$ cat config.mk
export PLATFORM = sky130hd
export DESIGN_NAME = bcc_charge_ctrl
export DESIGN_NICKNAME = d
export VERILOG_FILES = /design/src/bcc_pkg.sv /design/src/bcc_charge_ctrl.sv
export SDC_FILE = /design/constraint.sdc
export NUM_CORES = 1
export LEC_CHECK = 0
export ABC_AREA = 1
export BUFFER_PORTS_ARGS = -buffer_cell sky130_fd_sc_hd__buf_2
export CAP_MARGIN = 20
export CORE_UTILIZATION = 55
export CTS_CLUSTER_SIZE = 30
export DETAILED_ROUTE_END_ITERATION = 8
export GPL_ROUTABILITY_DRIVEN = 0
export PLACE_DENSITY = 0.79
export SYNTH_ARGS = -nofsm -noshare
export SYNTH_HDL_FRONTEND = slang
export SYNTH_SLANG_ARGS = --single-unit
$ cat constraint.sdc
create_clock -name pclk -period 2.8 [get_ports pclk]
set_clock_uncertainty 0.15 [all_clocks]
set_input_delay 0.28 -clock pclk [delete_from_list [all_inputs] [get_ports pclk]]
set_output_delay 0.28 -clock pclk [all_outputs]
set_load 0.02 [all_outputs]
$ cat src/bcc_pkg.sv
// Shared types and constants of the charge control block.
// Assumes one 250 MHz clock and comparator results already in digital form.
package bcc_pkg;

  typedef enum logic [1:0] {TRI_LOW, TRI_FLOAT, TRI_HIGH} bcc_tri_type;

  typedef enum logic [2:0] {
    S_HOLD, S_DRAIN, S_PEND, S_FAST, S_TOPOFF, S_MAINT, S_ABSENT
  } bcc_state_type;

  // Three-state pin seen through two comparators: above high, below low
  typedef struct packed {
    logic hi;
    logic lo;
  } bcc_tpin_type;

  typedef struct packed {
    logic         drain_request_n;
    logic         charge_hold_n;
    logic         current_sense_ref_gnd;
    logic         current_below_limit;
    logic         above_end_discharge_level;
    logic         above_max_cell_level;
    logic         below_temp_cutoff_level;
    logic         above_low_temp_fault;
    logic         below_high_temp_fault;
    logic         temp_rate_detect;
    logic         peak_voltage_detect;
    logic         neg_delta_detect;
    bcc_tpin_type voltage_term_select;
    bcc_tpin_type lamp_mode_select;
    bcc_tpin_type timer_config_a;
    bcc_tpin_type timer_config_b;
  } bcc_pins_type;

  typedef struct packed {
    bcc_tri_type volt;
    bcc_tri_type lamp;
    bcc_tri_type tm_a;
    bcc_tri_type tm_b;
  } bcc_cfg_type;

  typedef struct packed {
    logic gate;
    logic drain;
    logic lamp_a;
    logic lamp_b;
  } bcc_drive_type;

  localparam int unsigned CLK_PERIOD_NS  = 32'h0000_0004;
  localparam int unsigned TICK_PERIOD_NS = 32'h3B9A_CA00;

  localparam logic [11:0] ADDR_CTRL    = 12'h000;
  localparam logic [11:0] ADDR_STATUS  = 12'h004;
  localparam logic [11:0] ADDR_ELAPSED = 12'h008;

  localparam int CTRL_START_BIT = 32'h0;
  localparam int CTRL_DRAIN_BIT = 32'h1;

  localparam logic [15:0] ELAPSED_RESET = 16'h0000;
  localparam logic [15:0] LIMIT_C4_S    = 16'h1C20;
  localparam logic [15:0] LIMIT_C2_S    = 16'h0E10;
  localparam logic [15:0] LIMIT_1C_S    = 16'h0708;
  localparam logic [15:0] LIMIT_2C_S    = 16'h0384;
  localparam logic [15:0] HOLDOFF_S     = 16'h0096;

endpackage
$ cat src/bcc_charge_ctrl.sv
// Pin-level control of a nickel battery fast charger, with an APB window.
// Assumes comparator levels and three-state pin decodes arrive as plain
// logic levels from an analog front end, asynchronous to pclk.
`timescale 1ns/1ps

module bcc_charge_ctrl #(
  parameter int TICK_CYCLES = bcc_pkg::TICK_PERIOD_NS / bcc_pkg::CLK_PERIOD_NS
) (
  input  wire logic                  pclk,
  input  wire logic                  presetn,
  input  wire logic                  psel,
  input  wire logic                  penable,
  input  wire logic                  pwrite,
  input  wire logic [11:0]           paddr,
  input  wire logic [31:0]           pwdata,
  output logic      [31:0]           prdata,
  output logic                       pready,
  output logic                       pslverr,
  input  wire bcc_pkg::bcc_pins_type pins,
  output logic                       charge_gate_out,
  output logic                       charge_gate_oe_n,
  output logic                       drain_control_out,
  output logic                       drain_control_oe_n,
  output logic                       status_lamp_a,
  output logic                       status_lamp_a_oe_n,
  output logic                       status_lamp_b,
  output logic                       status_lamp_b_oe_n
);

  localparam logic [27:0] TICK_LAST = 28'(TICK_CYCLES - 1);

  function automatic bcc_pkg::bcc_tri_type tri_decode(input bcc_pkg::bcc_tpin_type p);
    if (p.hi)
      return bcc_pkg::TRI_HIGH;
    else if (p.lo)
      return bcc_pkg::TRI_LOW;
    else
      return bcc_pkg::TRI_FLOAT;
  endfunction

  function automatic logic [15:0] time_limit(input bcc_pkg::bcc_cfg_type c);
    case (c.tm_a)
      bcc_pkg::TRI_LOW:   return bcc_pkg::LIMIT_C4_S;
      bcc_pkg::TRI_FLOAT: return bcc_pkg::LIMIT_C2_S;
      default:
        return (c.tm_b == bcc_pkg::TRI_HIGH) ? bcc_pkg::LIMIT_2C_S : bcc_pkg::LIMIT_1C_S;
    endcase
  endfunction

  function automatic logic [1:0] lamp_pattern(input bcc_pkg::bcc_tri_type m,
                                              input bcc_pkg::bcc_state_type s);
    logic chg;
    chg = (s == bcc_pkg::S_FAST) || (s == bcc_pkg::S_TOPOFF);
    case (m)
      bcc_pkg::TRI_LOW:
        return {chg, s == bcc_pkg::S_MAINT};
      bcc_pkg::TRI_FLOAT:
        return {chg || s == bcc_pkg::S_PEND,
                s == bcc_pkg::S_PEND || s == bcc_pkg::S_ABSENT};
      default:
        return {s == bcc_pkg::S_FAST, s == bcc_pkg::S_TOPOFF || s == bcc_pkg::S_MAINT};
    endcase
  endfunction

  // Pin synchronisers; prev_reg gives the edge history
  bcc_pkg::bcc_pins_type  meta_reg;
  bcc_pkg::bcc_pins_type  pins_reg;
  bcc_pkg::bcc_pins_type  prev_reg;
  bcc_pkg::bcc_state_type state_reg;
  bcc_pkg::bcc_state_type state_next;
  bcc_pkg::bcc_cfg_type   cfg_reg;
  bcc_pkg::bcc_cfg_type   cfg_now;
  bcc_pkg::bcc_drive_type drive_reg;
  bcc_pkg::bcc_drive_type drive_next;
  logic [27:0]            tick_cnt_reg;
  logic [2:0]             phase_reg;
  logic [15:0]            elapsed_reg;
  logic [15:0]            elapsed_next;
  logic [31:0]            prdata_reg;

  // Reset clears the history to hold-low, so release with hold high is a
  // rising edge and doubles as the power-up start.
  always_ff @(posedge pclk or negedge presetn)
  begin
    if (!presetn)
    begin
      meta_reg <= '0;
      pins_reg <= '0;
      prev_reg <= '0;
    end
    else
    begin
      meta_reg <= pins;
      pins_reg <= meta_reg;
      prev_reg <= pins_reg;
    end
  end

  wire hold_on    = pins_reg.charge_hold_n;
  wire hold_rise  = hold_on & ~prev_reg.charge_hold_n;
  wire drain_fall = ~pins_reg.drain_request_n & prev_reg.drain_request_n;
  wire mcv_fall   = ~pins_reg.above_max_cell_level & prev_reg.above_max_cell_level;

  // APB decode; zero wait states
  wire apb_setup   = psel & ~penable;
  wire apb_access  = psel & penable;
  wire hit_ctrl    = paddr == bcc_pkg::ADDR_CTRL;
  wire hit_status  = paddr == bcc_pkg::ADDR_STATUS;
  wire hit_elapsed = paddr == bcc_pkg::ADDR_ELAPSED;
  wire mapped      = hit_ctrl | hit_status | hit_elapsed;
  wire ctrl_wr     = apb_access & pwrite & hit_ctrl;
  wire sw_start    = ctrl_wr & pwdata[bcc_pkg::CTRL_START_BIT];
  wire sw_drain    = ctrl_wr & pwdata[bcc_pkg::CTRL_DRAIN_BIT];

  assign cfg_now.volt = tri_decode(pins_reg.voltage_term_select);
  assign cfg_now.lamp = tri_decode(pins_reg.lamp_mode_select);
  assign cfg_now.tm_a = tri_decode(pins_reg.timer_config_a);
  assign cfg_now.tm_b = tri_decode(pins_reg.timer_config_b);

  wire in_absent   = state_reg == bcc_pkg::S_ABSENT;
  wire cycle_start = hold_on & (hold_rise | sw_start | (in_absent & mcv_fall));
  wire drain_start = hold_on & (drain_fall | sw_drain |
                                (cycle_start & ~pins_reg.drain_request_n));
  wire drain_done  = (state_reg == bcc_pkg::S_DRAIN) & ~pins_reg.above_end_discharge_level;
  wire cfg_load    = cycle_start | drain_start | drain_done;

  wire pvd_mode = cfg_reg.volt == bcc_pkg::TRI_HIGH;
  wire ndv_mode = cfg_reg.volt == bcc_pkg::TRI_FLOAT;
  wire topoff_en  = cfg_reg.tm_b == bcc_pkg::TRI_HIGH;
  wire trickle_en = cfg_reg.tm_b != bcc_pkg::TRI_LOW;
  wire [15:0] limit_s = time_limit(cfg_reg);
  wire time_up     = elapsed_reg >= limit_s;
  wire past_hold   = elapsed_reg >= bcc_pkg::HOLDOFF_S;

  // Low temperature fault is not enforced in peak detect mode
  wire ltf_fault = pins_reg.above_low_temp_fault & ~pvd_mode;
  wire temp_ok   = ~pins_reg.below_high_temp_fault & ~ltf_fault;
  wire volt_ok   = pins_reg.above_end_discharge_level & ~pins_reg.above_max_cell_level;
  wire qualified = temp_ok & volt_ok;
  wire cutoff    = pins_reg.below_temp_cutoff_level;

  wire fast_term = cutoff | pins_reg.above_max_cell_level | ltf_fault |
                   pins_reg.temp_rate_detect | time_up |
                   (pvd_mode & pins_reg.peak_voltage_detect) |
                   (ndv_mode & past_hold & pins_reg.neg_delta_detect);
  wire top_term  = cutoff | pins_reg.above_max_cell_level | time_up;

  wire tick          = tick_cnt_reg == TICK_LAST;
  wire trickle_pulse = phase_reg == 3'h0;
  wire charging      = (state_reg == bcc_pkg::S_FAST) | (state_reg == bcc_pkg::S_TOPOFF);

  always_comb
  begin
    state_next = state_reg;
    if (!hold_on)
      state_next = bcc_pkg::S_HOLD;
    else if (drain_start)
      state_next = bcc_pkg::S_DRAIN;
    else if (cycle_start)
      state_next = bcc_pkg::S_PEND;
    else
    begin
      case (state_reg)
        bcc_pkg::S_HOLD:   state_next = bcc_pkg::S_HOLD;
        bcc_pkg::S_DRAIN:
          if (drain_done)
            state_next = bcc_pkg::S_PEND;
        bcc_pkg::S_PEND:
          if (pins_reg.above_max_cell_level)
            state_next = bcc_pkg::S_ABSENT;
          else if (qualified)
            state_next = bcc_pkg::S_FAST;
        bcc_pkg::S_FAST:
          // Cutoff skips top-off: an over-temperature cell gets no top-off charge, only the maintenance trickle
          if (fast_term && cutoff)
            state_next = bcc_pkg::S_MAINT;
          else if (fast_term)
            state_next = topoff_en ? bcc_pkg::S_TOPOFF : bcc_pkg::S_MAINT;
        bcc_pkg::S_TOPOFF:
          if (top_term)
            state_next = bcc_pkg::S_MAINT;
        bcc_pkg::S_MAINT:  state_next = bcc_pkg::S_MAINT;
        bcc_pkg::S_ABSENT: state_next = bcc_pkg::S_ABSENT;
        default:           state_next = bcc_pkg::S_HOLD;
      endcase
    end
  end

  // Safety timer restarts on every phase change, so top-off gets its own limit
  always_comb
  begin
    elapsed_next = elapsed_reg;
    if (state_next != state_reg)
      elapsed_next = bcc_pkg::ELAPSED_RESET;
    else if (charging && tick && !time_up)
      elapsed_next = elapsed_reg + 16'h0001;
  end

  always_comb
  begin
    drive_next = '0;
    if (hold_on)
    begin
      if (charging)
        drive_next.gate = pins_reg.current_sense_ref_gnd |
                          pins_reg.current_below_limit;
      else if (state_reg == bcc_pkg::S_PEND)
        drive_next.gate = trickle_pulse;
      else if (state_reg == bcc_pkg::S_MAINT)
        drive_next.gate = trickle_pulse & trickle_en;
      drive_next.drain = state_reg == bcc_pkg::S_DRAIN;
      {drive_next.lamp_a, drive_next.lamp_b} = lamp_pattern(cfg_reg.lamp, state_reg);
    end
  end

  always_ff @(posedge pclk or negedge presetn)
  begin
    if (!presetn)
    begin
      state_reg    <= bcc_pkg::S_HOLD;
      cfg_reg      <= '0;
      drive_reg    <= '0;
      elapsed_reg  <= bcc_pkg::ELAPSED_RESET;
      tick_cnt_reg <= 28'h0000000;
      phase_reg    <= 3'h0;
    end
    else
    begin
      state_reg   <= state_next;
      drive_reg   <= drive_next;
      elapsed_reg <= elapsed_next;
      if (cfg_load)
        cfg_reg <= cfg_now;
      tick_cnt_reg <= tick ? 28'h0000000 : tick_cnt_reg + 28'h0000001;
      if (tick)
        phase_reg <= phase_reg + 3'h1;
    end
  end

  // Status word: state, latched config, drive levels, hold level
  wire [31:0] status_word = {15'h0000, hold_on, drive_reg, cfg_reg, 1'b0, state_reg};

  always_ff @(posedge pclk or negedge presetn)
  begin
    if (!presetn)
      prdata_reg <= 32'h00000000;
    else if (apb_setup)
      prdata_reg <= hit_status  ? status_word :
                    hit_elapsed ? {16'h0000, elapsed_reg} : 32'h00000000;
  end

  assign prdata  = prdata_reg;
  assign pready  = 1'b1;
  assign pslverr = apb_access & ~mapped;

  // Outputs float while held off; the drive levels clear one edge later
  assign charge_gate_out    = drive_reg.gate;
  assign drain_control_out  = drive_reg.drain;
  assign status_lamp_a      = drive_reg.lamp_a;
  assign status_lamp_b      = drive_reg.lamp_b;
  assign charge_gate_oe_n   = ~hold_on;
  assign drain_control_oe_n = ~hold_on;
  assign status_lamp_a_oe_n = ~hold_on;
  assign status_lamp_b_oe_n = ~hold_on;
endmodule // bcc_charge_ctrl

==> metrics.md, run 1 <==
| Metric | Value |
|---|---|
| GRT overflow | `0` |
| Critical Path End Type | `flip-flop` |
| Max_slew headroom | `0.4821` |
| Num CTS Buffers | `17` |
| Hold_ws | `0.1054 ns` |
| Clock Sinks | `122` |
| Total negative slack | `0 ns` |
| Leakage | `3.711 nW` |
| Post-synth cell types | `37` |
| Final Slew Violations | `0` |
| Initial antenna violation count | `0` |
| Number of global-route vias before repair | `5024` |
| Die area | `11410 um2` |
| Fill cells | `730` |
| CP Max Fanout | `8` |
| Largest net degree at the start of global routing | `53` |
| Non-filler cells, final | `943` |
| Max H-tree Level | `4` |
| Nets | `878` |
| Startpoint types | `flip-flop` |
| Crit path DAT | `3.04 ns` |
| Register area share after synthesis | `0.5054` |
| Routed len/inst | `15.39 um` |
| Main synth FF type | `dfrtp_1` |
| Crit-path cells | `inv_2 -> nand2_4 -> nor2_4 -> inv_2 -> ha_4 -> inv_2 -> nor2_1 -> nand2_1 -> nor2_1 -> nor2_1 -> nand2_1 -> nand2_2 -> nand2_4 -> inv_1 -> nand2_1 -> nand2_1 -> o21ai_2 -> nand3_1 -> nand2_2 -> nand2_4 -> nand2_4 -> nor2_1` |
| Area post-placement | `6511 um2` |
| Main combinational cell family by area after synthesis | `simple AND/OR/NAND/NOR gates` |
| Synth Area in Compound Gates | `0.07705` |
| Post-route minimum period | `2.778 ns` |
| Share of layout cells above drive strength 1 | `0.2429` |
| Final ANT Viol Nets | `0` |
| Area share of the largest cell type after synthesis | `0.5054` |
| Top cell type by total area after synthesis | `dfrtp_1` |
| End of the critical path | `elapsed_reg[9]` |
| Mapped cell area | `6041 um2` |
| Synthesized area per cell | `8.819 um2` |
| Worst Path Class, Setup | `reg -> reg` |
| Root Driver | `clkbuf_8` |
| Hold Vio Cnt, Final | `0` |
| Hold crit path type | `in -> reg` |
| FP Rows | `37` |
| Initial Util | `0.5748` |
| TritonCTS clock tree | `yes` |
| Worst setup path start | `cfg_reg[0]` |
| Total GRT Usage | `0.2646` |
| CP top delay family | `simple AND/OR/NAND/NOR gates` |
| CP Data Required Time | `3.06 ns` |
| Max rail drop VDD | `556.3 uV` |
| Number of standard cells after synthesis | `685` |
| FF-to-FF path depth | `22` |
| Detailed Route WL | `14510 um` |
| Number of synthesized flops with an enable pin | `0` |
| XOR/XNOR share of the synthesized area | `0.01595` |
| Top Ports | `111` |
| Flop2flop setup slack | `0.02 ns` |
| Dpl cells | `885` |
| Worst path bufs/invs | `4` |
| Worst slew pin tran | `0.7749 ns` |
| 1st-pass router iterations | `7` |
| Yosys synthesis warning count | `0` |
| Max Root-Sink Buffers | `2` |
| Mux cell area share after synthesis | `0.02610` |
| Peak Freq | `360.0 MHz` |
| Die height | `106.8 um` |
| Routed via count | `5287` |
| Die width | `106.8 um` |
| Post-layout total power | `0.004316 W` |
| Synth area leaders | `dfrtp_1 51%, inv_1 6.6%, nand2_1 5.5%` |
| R2R Path Start | `cfg_reg[0]` |
| Port bufs | `64` |
| Largest stage delay on the critical path | `0.38 ns` |
| Max reg flops | `28` |
| Post-Synth Simple-Gate Area | `0.2419` |
| Initial DRC Count | `380` |
| Clk pin slew, worst setup/hold paths | `0.06 ns` |
| Worst-skew pair later-pin latency | `0.53 ns` |
| DRC viols | `0` |
| Pwr dens | `577.1 nW/um2` |
| Core area | `10510 um2` |
| Status | `completed` |
| Post-synth ARST share | `1.000` |
| Design area | `7480 um2` |
| First-pass GRT wire length | `23120 um` |
| R2r endpoint | `elapsed_reg[9]` |
| Post-DP HPWL | `9664 um` |
| Max cap viols | `0` |
| Synthesis-to-layout area growth | `23.82%` |
| Number of diodes | `0` |
| Seq cells post-synth | `122` |
| Tcrit/Tclk final | `0.9921` |
| Vias/cell | `5.607` |
| Hold Crit Start | `paddr[2]` |
| Post-Synth Adder-Cell Area | `0.03107` |
| Final setup fails | `0` |
| RSZ-0062 raised after global routing | `true` |
| Critical-path top delay cell | `dfrtp_1` |
| Stages on worst setup path | `22` |
## per-stage QoR
stage / utilization / worst slack, ns
after detailed placement: 0.6196 / -0.05637
final: 0.7118 / 0.02200
after global routing: 0.7118 / -0.1511
after CTS: 0.6958 / -0.006360
after floorplan: - / 0.2808
after global placement: 0.6196 / 0.08608
## final cells by class
| class | instances | area [um2] | share of cell area |
|---|---|---|---|
| tap | 136 | 170.2 | 0.02275 |
| inverter | 111 | 419.2 | 0.05604 |
| clock inverter | 14 | 136.4 | 0.01823 |
| timing repair buffer | 103 | 693.2 | 0.09267 |
| sequential | 122 | 3053 | 0.4082 |
| clock buffer | 18 | 417.9 | 0.05587 |
| multi-input combinational | 439 | 2590 | 0.3463 |
## metal layers
layer	vias to the layer above	wire length, um	share of wire	GRT usage
met1	2548	5885	0.41	0.3383
met3	44	1128	0.078	0.06505
met5	-	0	0	0
met4	0	320	0.022	0.1292
li1	2441	-	-	-
met2	254	7177	0.49	0.4217
## synth_stat cells (2+ instances only)
library cell and n:
nand4_1 23, o21ai_1 2, nor2_2 16, clkbuf_1 6, buf_4 19, nor2_4 5, nand3_1 37, inv_2 3
dfrtp_1 122, nor3_1 28, inv_1 106, mux2_2 14, ha_1 15, nor4_1 7, o21ai_0 30, buf_6 2
o31ai_1 2, nand2_2 8, nand2_1 88, nor2_1 69, o22ai_1 15, nand3_2 3, conb_1 2, a21oi_1 31
and3_1 3, xor2_1 11, nor3_2 8
## power breakdown
group	internal [W]	switching, W
Clock	0.00119	0.000847
Combinational	0.000153	0.000273
Sequential	0.00182	0.0000343
Total	0.00316	0.00115
## worst min-delay path by stage
stage                        to  cells past startpoint  slack, ns
3_5_place_dp          prdata[5]                      1       0.18
6_report             prdata[12]                      5       0.11
3_3_place_gp   tick_cnt_reg[21]                      1       0.17
5_1_grt              prdata[12]                      5       0.12
4_1_cts              prdata[12]                      5       0.09
2_1_floorplan        cfg_reg[0]                      0      -0.17
## timing repair
| item | CTS | global route |
|---|---|---|
| setup endpoints to repair | 15 | 17 |
| pin swaps | 2 | 9 |
| setup buffers | 1 | 3 |
| cloned | 1 | 0 |
| resized for setup | 3 | 35 |
| hold endpoints to repair | 64 | 0 |
| hold buffers | 21 | 0 |
## worst min-delay path: cells and delay by family
family | cells | cell delay (ns)
AO/OA/AOI/OAI | 2 | 0.22
buffers and inverters | 1 | 0.10
AND/OR/NAND/NOR | 2 | 0.13
## placed cells by master (no fill, tap or decap), drive strengths merged
| cell type | instances |
|---|---|
| nand4 | 24 |
| o31ai | 2 |
| a211oi | 1 |
| nand3 | 40 |
| ha | 15 |
| conb | 16 |
| buf | 82 |
| o22ai | 15 |
| a21oi | 31 |
| clkinvlp | 3 |
| and3 | 3 |
| mux2 | 14 |
| xor2 | 11 |
| nor2 | 90 |
| dfrtp | 122 |
| nor4 | 7 |
| nand2 | 98 |
| dlygate4sd3 | 21 |
| a31oi | 2 |
| o21bai | 1 |
| clkbuf | 18 |
| o21ai | 32 |
| clkinv | 6 |
| bufinv | 1 |
| a21o | 1 |
| nor3 | 36 |
| inv | 115 |
## kinds of logic after synthesis
kind of cell,count (synthesis)
and+or+nand+nor,297
buffers and inverters,139
DFF,122
AOI/OAI and AO/OA,85
adders and majority gates,15
muxes,14
xor gates and xnor gates,11
other,2
(Power assumes the default switching activity.)
==> inputs of run 2 (changes only) <==
--- a/config.mk
+++ b/config.mk
@@ -8,11 +8,12 @@
 export ABC_AREA = 1
 export BUFFER_PORTS_ARGS = -buffer_cell sky130_fd_sc_hd__buf_2
 export CAP_MARGIN = 20
-export CORE_UTILIZATION = 55
+export CORE_UTILIZATION = 59
 export CTS_CLUSTER_SIZE = 30
 export DETAILED_ROUTE_END_ITERATION = 8
 export GPL_ROUTABILITY_DRIVEN = 0
-export PLACE_DENSITY = 0.79
+export HOLD_SLACK_MARGIN = 0.06
+export PLACE_DENSITY = 0.84
 export SYNTH_ARGS = -nofsm -noshare
 export SYNTH_HDL_FRONTEND = slang
 export SYNTH_SLANG_ARGS = --single-unit
==> constraint.sdc (replaced) <==
create_clock -name pclk -period 3.6 [get_ports pclk]
set_clock_uncertainty 0.15 [all_clocks]
set_input_delay 0.36 -clock pclk [delete_from_list [all_inputs] [get_ports pclk]]
set_output_delay 0.36 -clock pclk [all_outputs]
set_load 0.02 [all_outputs]
==> metrics.md, run 2 (synthesis results as in run 1) <==
| Metric | Value |
|---|---|
| Max_slew headroom | `0.4728` |
| Initial DRC Count | `422` |
| Number of global-route vias before repair | `4876` |
| Initial Util | `0.6124` |
| Hold Vio Cnt, Final | `0` |
| CP Data Required Time | `3.87 ns` |
| TritonCTS clock tree | `yes` |
| Die area | `10650 um2` |
| Num CTS Buffers | `17` |
| Startpoint types | `flip-flop` |
| Post-CTS Setup Bufs | `0` |
| Status | `completed` |
| Final Slew Violations | `0` |
| Max Root-Sink Buffers | `2` |
| Die height | `103.2 um` |
| RSZ-0062 raised after global routing | `false` |
| R2R Path Start | `cfg_reg[0]` |
| Peak Freq | `332.5 MHz` |
| Hold crit path type | `in -> async` |
| Max cap viols | `0` |
| Total negative slack | `0 ns` |
| Design area | `7182 um2` |
| Gates resized, CTS repair | `0` |
| Final ANT Viol Nets | `0` |
| Synthesis-to-layout area growth | `18.89%` |
| Initial antenna violation count | `0` |
| FP Rows | `36` |
| Post-route minimum period | `3.008 ns` |
| Commonest non-fill, non-tap cell in the layout | `dfrtp_1` |
| DRC viols | `0` |
| Largest net degree at the start of global routing | `91` |
| Number of diodes | `0` |
| Max H-tree Level | `4` |
| Core area | `9864 um2` |
| Pwr dens | `453.9 nW/um2` |
| CP Max Fanout | `15` |
| Root Driver | `clkbuf_8` |
| Max rail drop VDD | `483.0 uV` |
| 1st-pass router iterations | `8` |
| Clk pin slew, worst setup/hold paths | `0.06 ns` |
| Vias/cell | `5.515` |
| Clock Sinks | `122` |
| Leakage | `3.603 nW` |
| First-pass GRT wire length | `22450 um` |
| Max reg flops | `28` |
| Worst Path Class, Setup | `reg -> reg` |
| Hold_ws | `0.06993 ns` |
| Critical Path End Type | `flip-flop` |
| Routed len/inst | `15.10 um` |
| Area post-placement | `6405 um2` |
| Tcrit/Tclk final | `0.8355` |
| Post-DP HPWL | `9355 um` |
| Nets | `862` |
| Port bufs | `64` |
| Die width | `103.2 um` |
| Most frequent cells in the layout | `122 x dfrtp_1, 106 x inv_1, 88 x nand2_1` |
| GRT overflow | `0` |
| Worst-skew pair later-pin latency | `0.54 ns` |
| Share of layout cells above drive strength 1 | `0.2010` |
| Routed via count | `5096` |
| Worst slew pin tran | `0.7890 ns` |
| Top Ports | `111` |
| Crit path DAT | `3.27 ns` |
| Worst setup path start | `cfg_reg[0]` |
| Final setup fails | `0` |
| Total GRT Usage | `0.2818` |
| Detailed Route WL | `13960 um` |
==> run 2: changes by cell type in the layout (fill, tap and decap cells not counted), moves of 4 or more <==
| cell | previous run | this run |
|---|---|---|
| inv_1 | 102 | 106 |
| nor2_4 | 11 | 5 |
| nor2_1 | 65 | 69 |
| nand2_1 | 84 | 88 |
| inv_2 | 7 | 3 |
| buf_4 | 17 | 3 |
==> run 2: worst paths after layout <==
kind / to / slack (ns) / depth (start not counted)
max: elapsed_reg[9] / 0.59 / 22
min in group pclk: prdata[12] / 0.18 / 5
max reg2reg: elapsed_reg[9] / 0.59 / 22
max in group asynchronous: elapsed_reg[7] / 2.60 / 3
min reg2reg: pins_reg[4] / 0.20 / 0
min: tick_cnt_reg[25] / 0.07 / 2
==> run 2: worst max-delay path, cell delays in order, from the launching register on <==
cell and delay (ns):
dfrtp_1 0.37, inv_1 0.13, nand2_1 0.15, nor2_1 0.16, inv_1 0.07, ha_1 0.30, inv_1 0.06, nor2_1 0.08
nand2_1 0.05, nor2_1 0.09, nor2_1 0.04, nand2_1 0.07, nand2_2 0.07, nand2_2 0.11, inv_1 0.05, nand2_1 0.05
nand2_1 0.05, o21ai_0 0.11, nand3_1 0.16, nand2_1 0.09, nand2_1 0.11, nand2_4 0.27, nor2_1 0.09
==> run 2: per-stage QoR <==
step	power, W	worst slack, ns	utilization	cells
CTS	0.003253	0.6492	0.7253	923
global placement	0.001696	0.7081	0.6493	870
floorplan	0.001630	1.081	-	699
global route	0.003375	0.2031	0.7281	924
finish	0.003260	0.5923	0.7281	924
detailed placement	0.001710	0.6708	0.6493	870
==> run 2: repair_timing <==
| action | 4_1_cts | 5_1_grt |
|---|---|---|
| endpoints found under the hold margin | 108 | 0 |
| setup endpoints to repair | 0 | 0 |
| hold buffers | 21 | 0 |
==> run 2: cell type report <==
cell class                 instances  area (um2)
fill                             680        2683
clock buffer                      19       431.7
inverter                         111       419.2
sequential                       122        3053
clock inverter                    13       107.6
timing repair buffer              88       575.6
multi-input combinational        438        2429
tap                              133       166.4
==> run 2: where the power goes <==
group          switching [W]  internal, W  total (W)
logic               0.000184    0.0000907   0.000275
clock network       0.000664     0.000881    0.00154
registers          0.0000263      0.00141    0.00144
total               0.000875      0.00238    0.00326
==> run 2: layer usage <==
layer / global-route usage / routed length [um] / up-vias
li1: - / - / 2397
met1: 0.3568 / 5675 / 2390
met2: 0.4549 / 6919 / 274
met3: 0.07124 / 1059 / 35
met4: 0.1376 / 303 / 0
met5: 0 / 0 / -
==> inputs of run 3 (changes only) <==
--- a/config.mk
+++ b/config.mk
@@ -5,15 +5,15 @@
 export SDC_FILE = /design/constraint.sdc
 export NUM_CORES = 1
 export LEC_CHECK = 0
-export ABC_AREA = 1
+export ABC_AREA = 0
 export BUFFER_PORTS_ARGS = -buffer_cell sky130_fd_sc_hd__buf_2
 export CAP_MARGIN = 20
-export CORE_UTILIZATION = 59
+export CORE_UTILIZATION = 50
 export CTS_CLUSTER_SIZE = 30
 export DETAILED_ROUTE_END_ITERATION = 8
 export GPL_ROUTABILITY_DRIVEN = 0
 export HOLD_SLACK_MARGIN = 0.06
-export PLACE_DENSITY = 0.84
+export PLACE_DENSITY = 0.76
 export SYNTH_ARGS = -nofsm -noshare
 export SYNTH_HDL_FRONTEND = slang
 export SYNTH_SLANG_ARGS = --single-unit
==> constraint.sdc (replaced) <==
create_clock -name pclk -period 2.75 [get_ports pclk]
set_clock_uncertainty 0.15 [all_clocks]
set_input_delay 0.275 -clock pclk [delete_from_list [all_inputs] [get_ports pclk]]
set_output_delay 0.275 -clock pclk [all_outputs]
set_load 0.02 [all_outputs]
==> metrics.md, run 3 <==
| Metric | Value |
|---|---|
| Most frequent cell after synthesis | `dfrtp_1` |
| Area share of the largest cell type after synthesis | `0.5254` |
| Die height | `109.8 um` |
| DRC viols | `0` |
| Post-route minimum period | `2.847 ns` |
| Max Root-Sink Buffers | `2` |
| Leakage | `3.499 nW` |
| Max cap viols | `0` |
| CP top delay family | `simple AND/OR/NAND/NOR gates` |
| Yosys synthesis warning count | `0` |
| Worst-skew pair later-pin latency | `0.42 ns` |
| Post-Synth Simple-Gate Area | `0.1970` |
| Vias/cell | `5.684` |
| Post-DP HPWL | `9073 um` |
| Synthesized area per cell | `10.74 um2` |
| Main combinational cell family by area after synthesis | `simple AND/OR/NAND/NOR gates` |
| Die area | `12060 um2` |
| Worst path bufs/invs | `0` |
| Detailed Route WL | `14760 um` |
| Routed len/inst | `17.42 um` |
| Post-synth ARST share | `1.000` |
| Final worst slack | `-0.09688 ns` |
| Hold_ws | `0.1798 ns` |
| Core area | `11370 um2` |
| Worst slew pin tran | `0.9847 ns` |
| Top cell type by total area after synthesis | `dfrtp_1` |
| Hold Vio Cnt, Final | `0` |
| Mapped cell area | `5811 um2` |
| First-pass GRT wire length | `23360 um` |
| 1st-pass router iterations | `5` |
| GRT overflow | `0` |
| Synth area leaders | `dfrtp_1 53%, ha_1 3.2%, o21ai_0 3.2%` |
| Die width | `109.8 um` |
| Nets | `776` |
| Status | `complete, but fails checks` |
| Port bufs | `64` |
| Initial antenna violation count | `0` |
| Post-synth cell types | `62` |
| Main synth FF type | `dfrtp_1` |
| Commonest non-fill, non-tap cell in the layout | `dfrtp_1` |
| Peak Freq | `351.3 MHz` |
| Startpoint types | `flip-flop` |
| XOR/XNOR share of the synthesized area | `0.05125` |
| RSZ-0062 raised after global routing | `true` |
| Number of global-route vias before repair | `4644` |
| Number of synthesized flops with an enable pin | `0` |
| Max reg flops | `28` |
| Largest net degree at the start of global routing | `62` |
| Max H-tree Level | `4` |
| Failing checks | `setup timing` |
| Dpl ws | `-0.2982 ns` |
| Seq cells post-synth | `122` |
| Final setup fails | `16` |
| Final Slew Violations | `0` |
| Tcrit/Tclk final | `1.035` |
| Post-Synth Adder-Cell Area | `0.03230` |
| Register area share after synthesis | `0.5254` |
| Final ANT Viol Nets | `0` |
| Critical-path top delay cell | `a2111oi_4` |
| Routed via count | `4814` |
| Synth Area in Compound Gates | `0.1372` |
| Synthesis-to-layout area growth | `35.81%` |
| CP Max Fanout | `7` |
| Number of diodes | `0` |
| Hold crit path type | `in -> reg` |
| Clk pin slew, worst setup/hold paths | `0.06 ns` |
| Num CTS Buffers | `17` |
| Most frequent cells in the layout | `122 x dfrtp_1, 63 x buf_2, 63 x buf_4` |
| Flop2flop setup slack | `-0.1 ns` |
| Max_slew headroom | `0.3435` |
| Root Driver | `clkbuf_16` |
| Top Ports | `111` |
| Total GRT Usage | `0.2614` |
| Clock Sinks | `122` |
| Largest stage delay on the critical path | `0.44 ns` |
| Most common library cells after synthesis | `122 x dfrtp_1, 48 x nand2_1, 37 x o21ai_0` |
| Pwr dens | `585.7 nW/um2` |
| Crit-path cells | `or2_4 -> ha_4 -> or4_4 -> nand4b_1 -> a2111oi_4 -> o211a_4 -> nand2_8 -> a211oi_4` |
| FP Rows | `39` |
| Mux cell area share after synthesis | `0.007537` |
| TritonCTS clock tree | `yes` |
| Initial Util | `0.5111` |
| Initial DRC Count | `345` |
| Critical Path End Type | `flip-flop` |
| Max rail drop VDD | `799.4 uV` |
| Number of standard cells after synthesis | `541` |
| Worst Path Class, Setup | `reg -> reg` |
| CP Data Required Time | `2.93 ns` |
| Crit path DAT | `3.03 ns` |
| Share of layout cells above drive strength 1 | `0.3224` |
run 3: cell count changes after synthesis, moves of 15 or more:
cell / delta
nand2_1: -40
xnor2_1: +21
a22oi_1: +15
nand3_1: -17
a21oi_1: -15
nor2_2: -16
nor3_1: -21
inv_1: -90
nor2_1: -40
run 3: final cells by class:
cell class                      instances  area (um2)
Inverter                               16       60.06
Sequential cell                       122        3053
Fill cell                             815        3478
Timing Repair Buffer                  154        1117
Clock buffer                           17       425.4
Tap cell                              143       178.9
Multi-Input combinational cell        381        2883
Clock inverter                         14       173.9
run 3: layer usage:
metal	global-route usage	up-vias	routed length [um]
met5	0	-	0
met4	0.1162	0	495
met3	0.06995	48	987
met2	0.4161	213	7007
met1	0.3340	2335	6265
li1	-	2218	-
run 3: worst register-to-register path, stage by stage, from the launching register on:
cell	delay [ns]
dfrtp_1	0.40
or2_4	0.29
ha_4	0.18
or4_4	0.42
nand4b_1	0.27
a2111oi_4	0.44
o211a_4	0.30
nand2_8	0.12
a211oi_4	0.19
run 3: cell families after synthesis:
group / after synthesis
other cells: 2
simple gates: 196
xor+xnor: 34
buf+inv: 53
flops: 122
mux: 4
fa+ha+maj: 15
compound gates: 115
run 3: final timing paths:
kind | depth (start not counted) | to | startpoint
max reg2reg | 8 | elapsed_reg[5] | cfg_reg[3]
max | 8 | elapsed_reg[5] | cfg_reg[3]
min reg2reg | 0 | pins_reg[6] | meta_reg[6]
max in group asynchronous | 3 | elapsed_reg[13] | presetn
min | 4 | state_reg[1] | pwdata[1]
min in group asynchronous | 2 | meta_reg[18] | presetn
run 3: through the flow:
step           total power, W  utilization  setup TNS, ns  cell area [um2]  std cells
6_report             0.004622       0.6941         -1.082             7891        847
3_5_place_dp         0.002277       0.5798         -3.716             6593        780
4_1_cts              0.004613       0.6801        -0.4183             7732        843
2_1_floorplan        0.002119            -              0             5872        555
5_1_grt              0.004787       0.6941         -2.600             7891        847
3_3_place_gp         0.002263       0.5798         -2.084             6593        780
run 3: timing repair:
item	4_1_cts	5_1_grt
setup endpoints to repair	16	18
cloned	2	0
resized for setup	37	21
hold buffers	21	0
buffers inserted	9	4
pin swaps	32	7
endpoints found under the hold margin	52	0
run 3: power by group:
group | total, W | leakage [nW] | internal [W] | switching, W
Sequential | 0.00190 | 1.57 | 0.00185 | 0.0000475
Clock | 0.00223 | 0.282 | 0.00142 | 0.000809
Combinational | 0.000492 | 1.65 | 0.000216 | 0.000276
Total | 0.00462 | 3.50 | 0.00349 | 0.00113
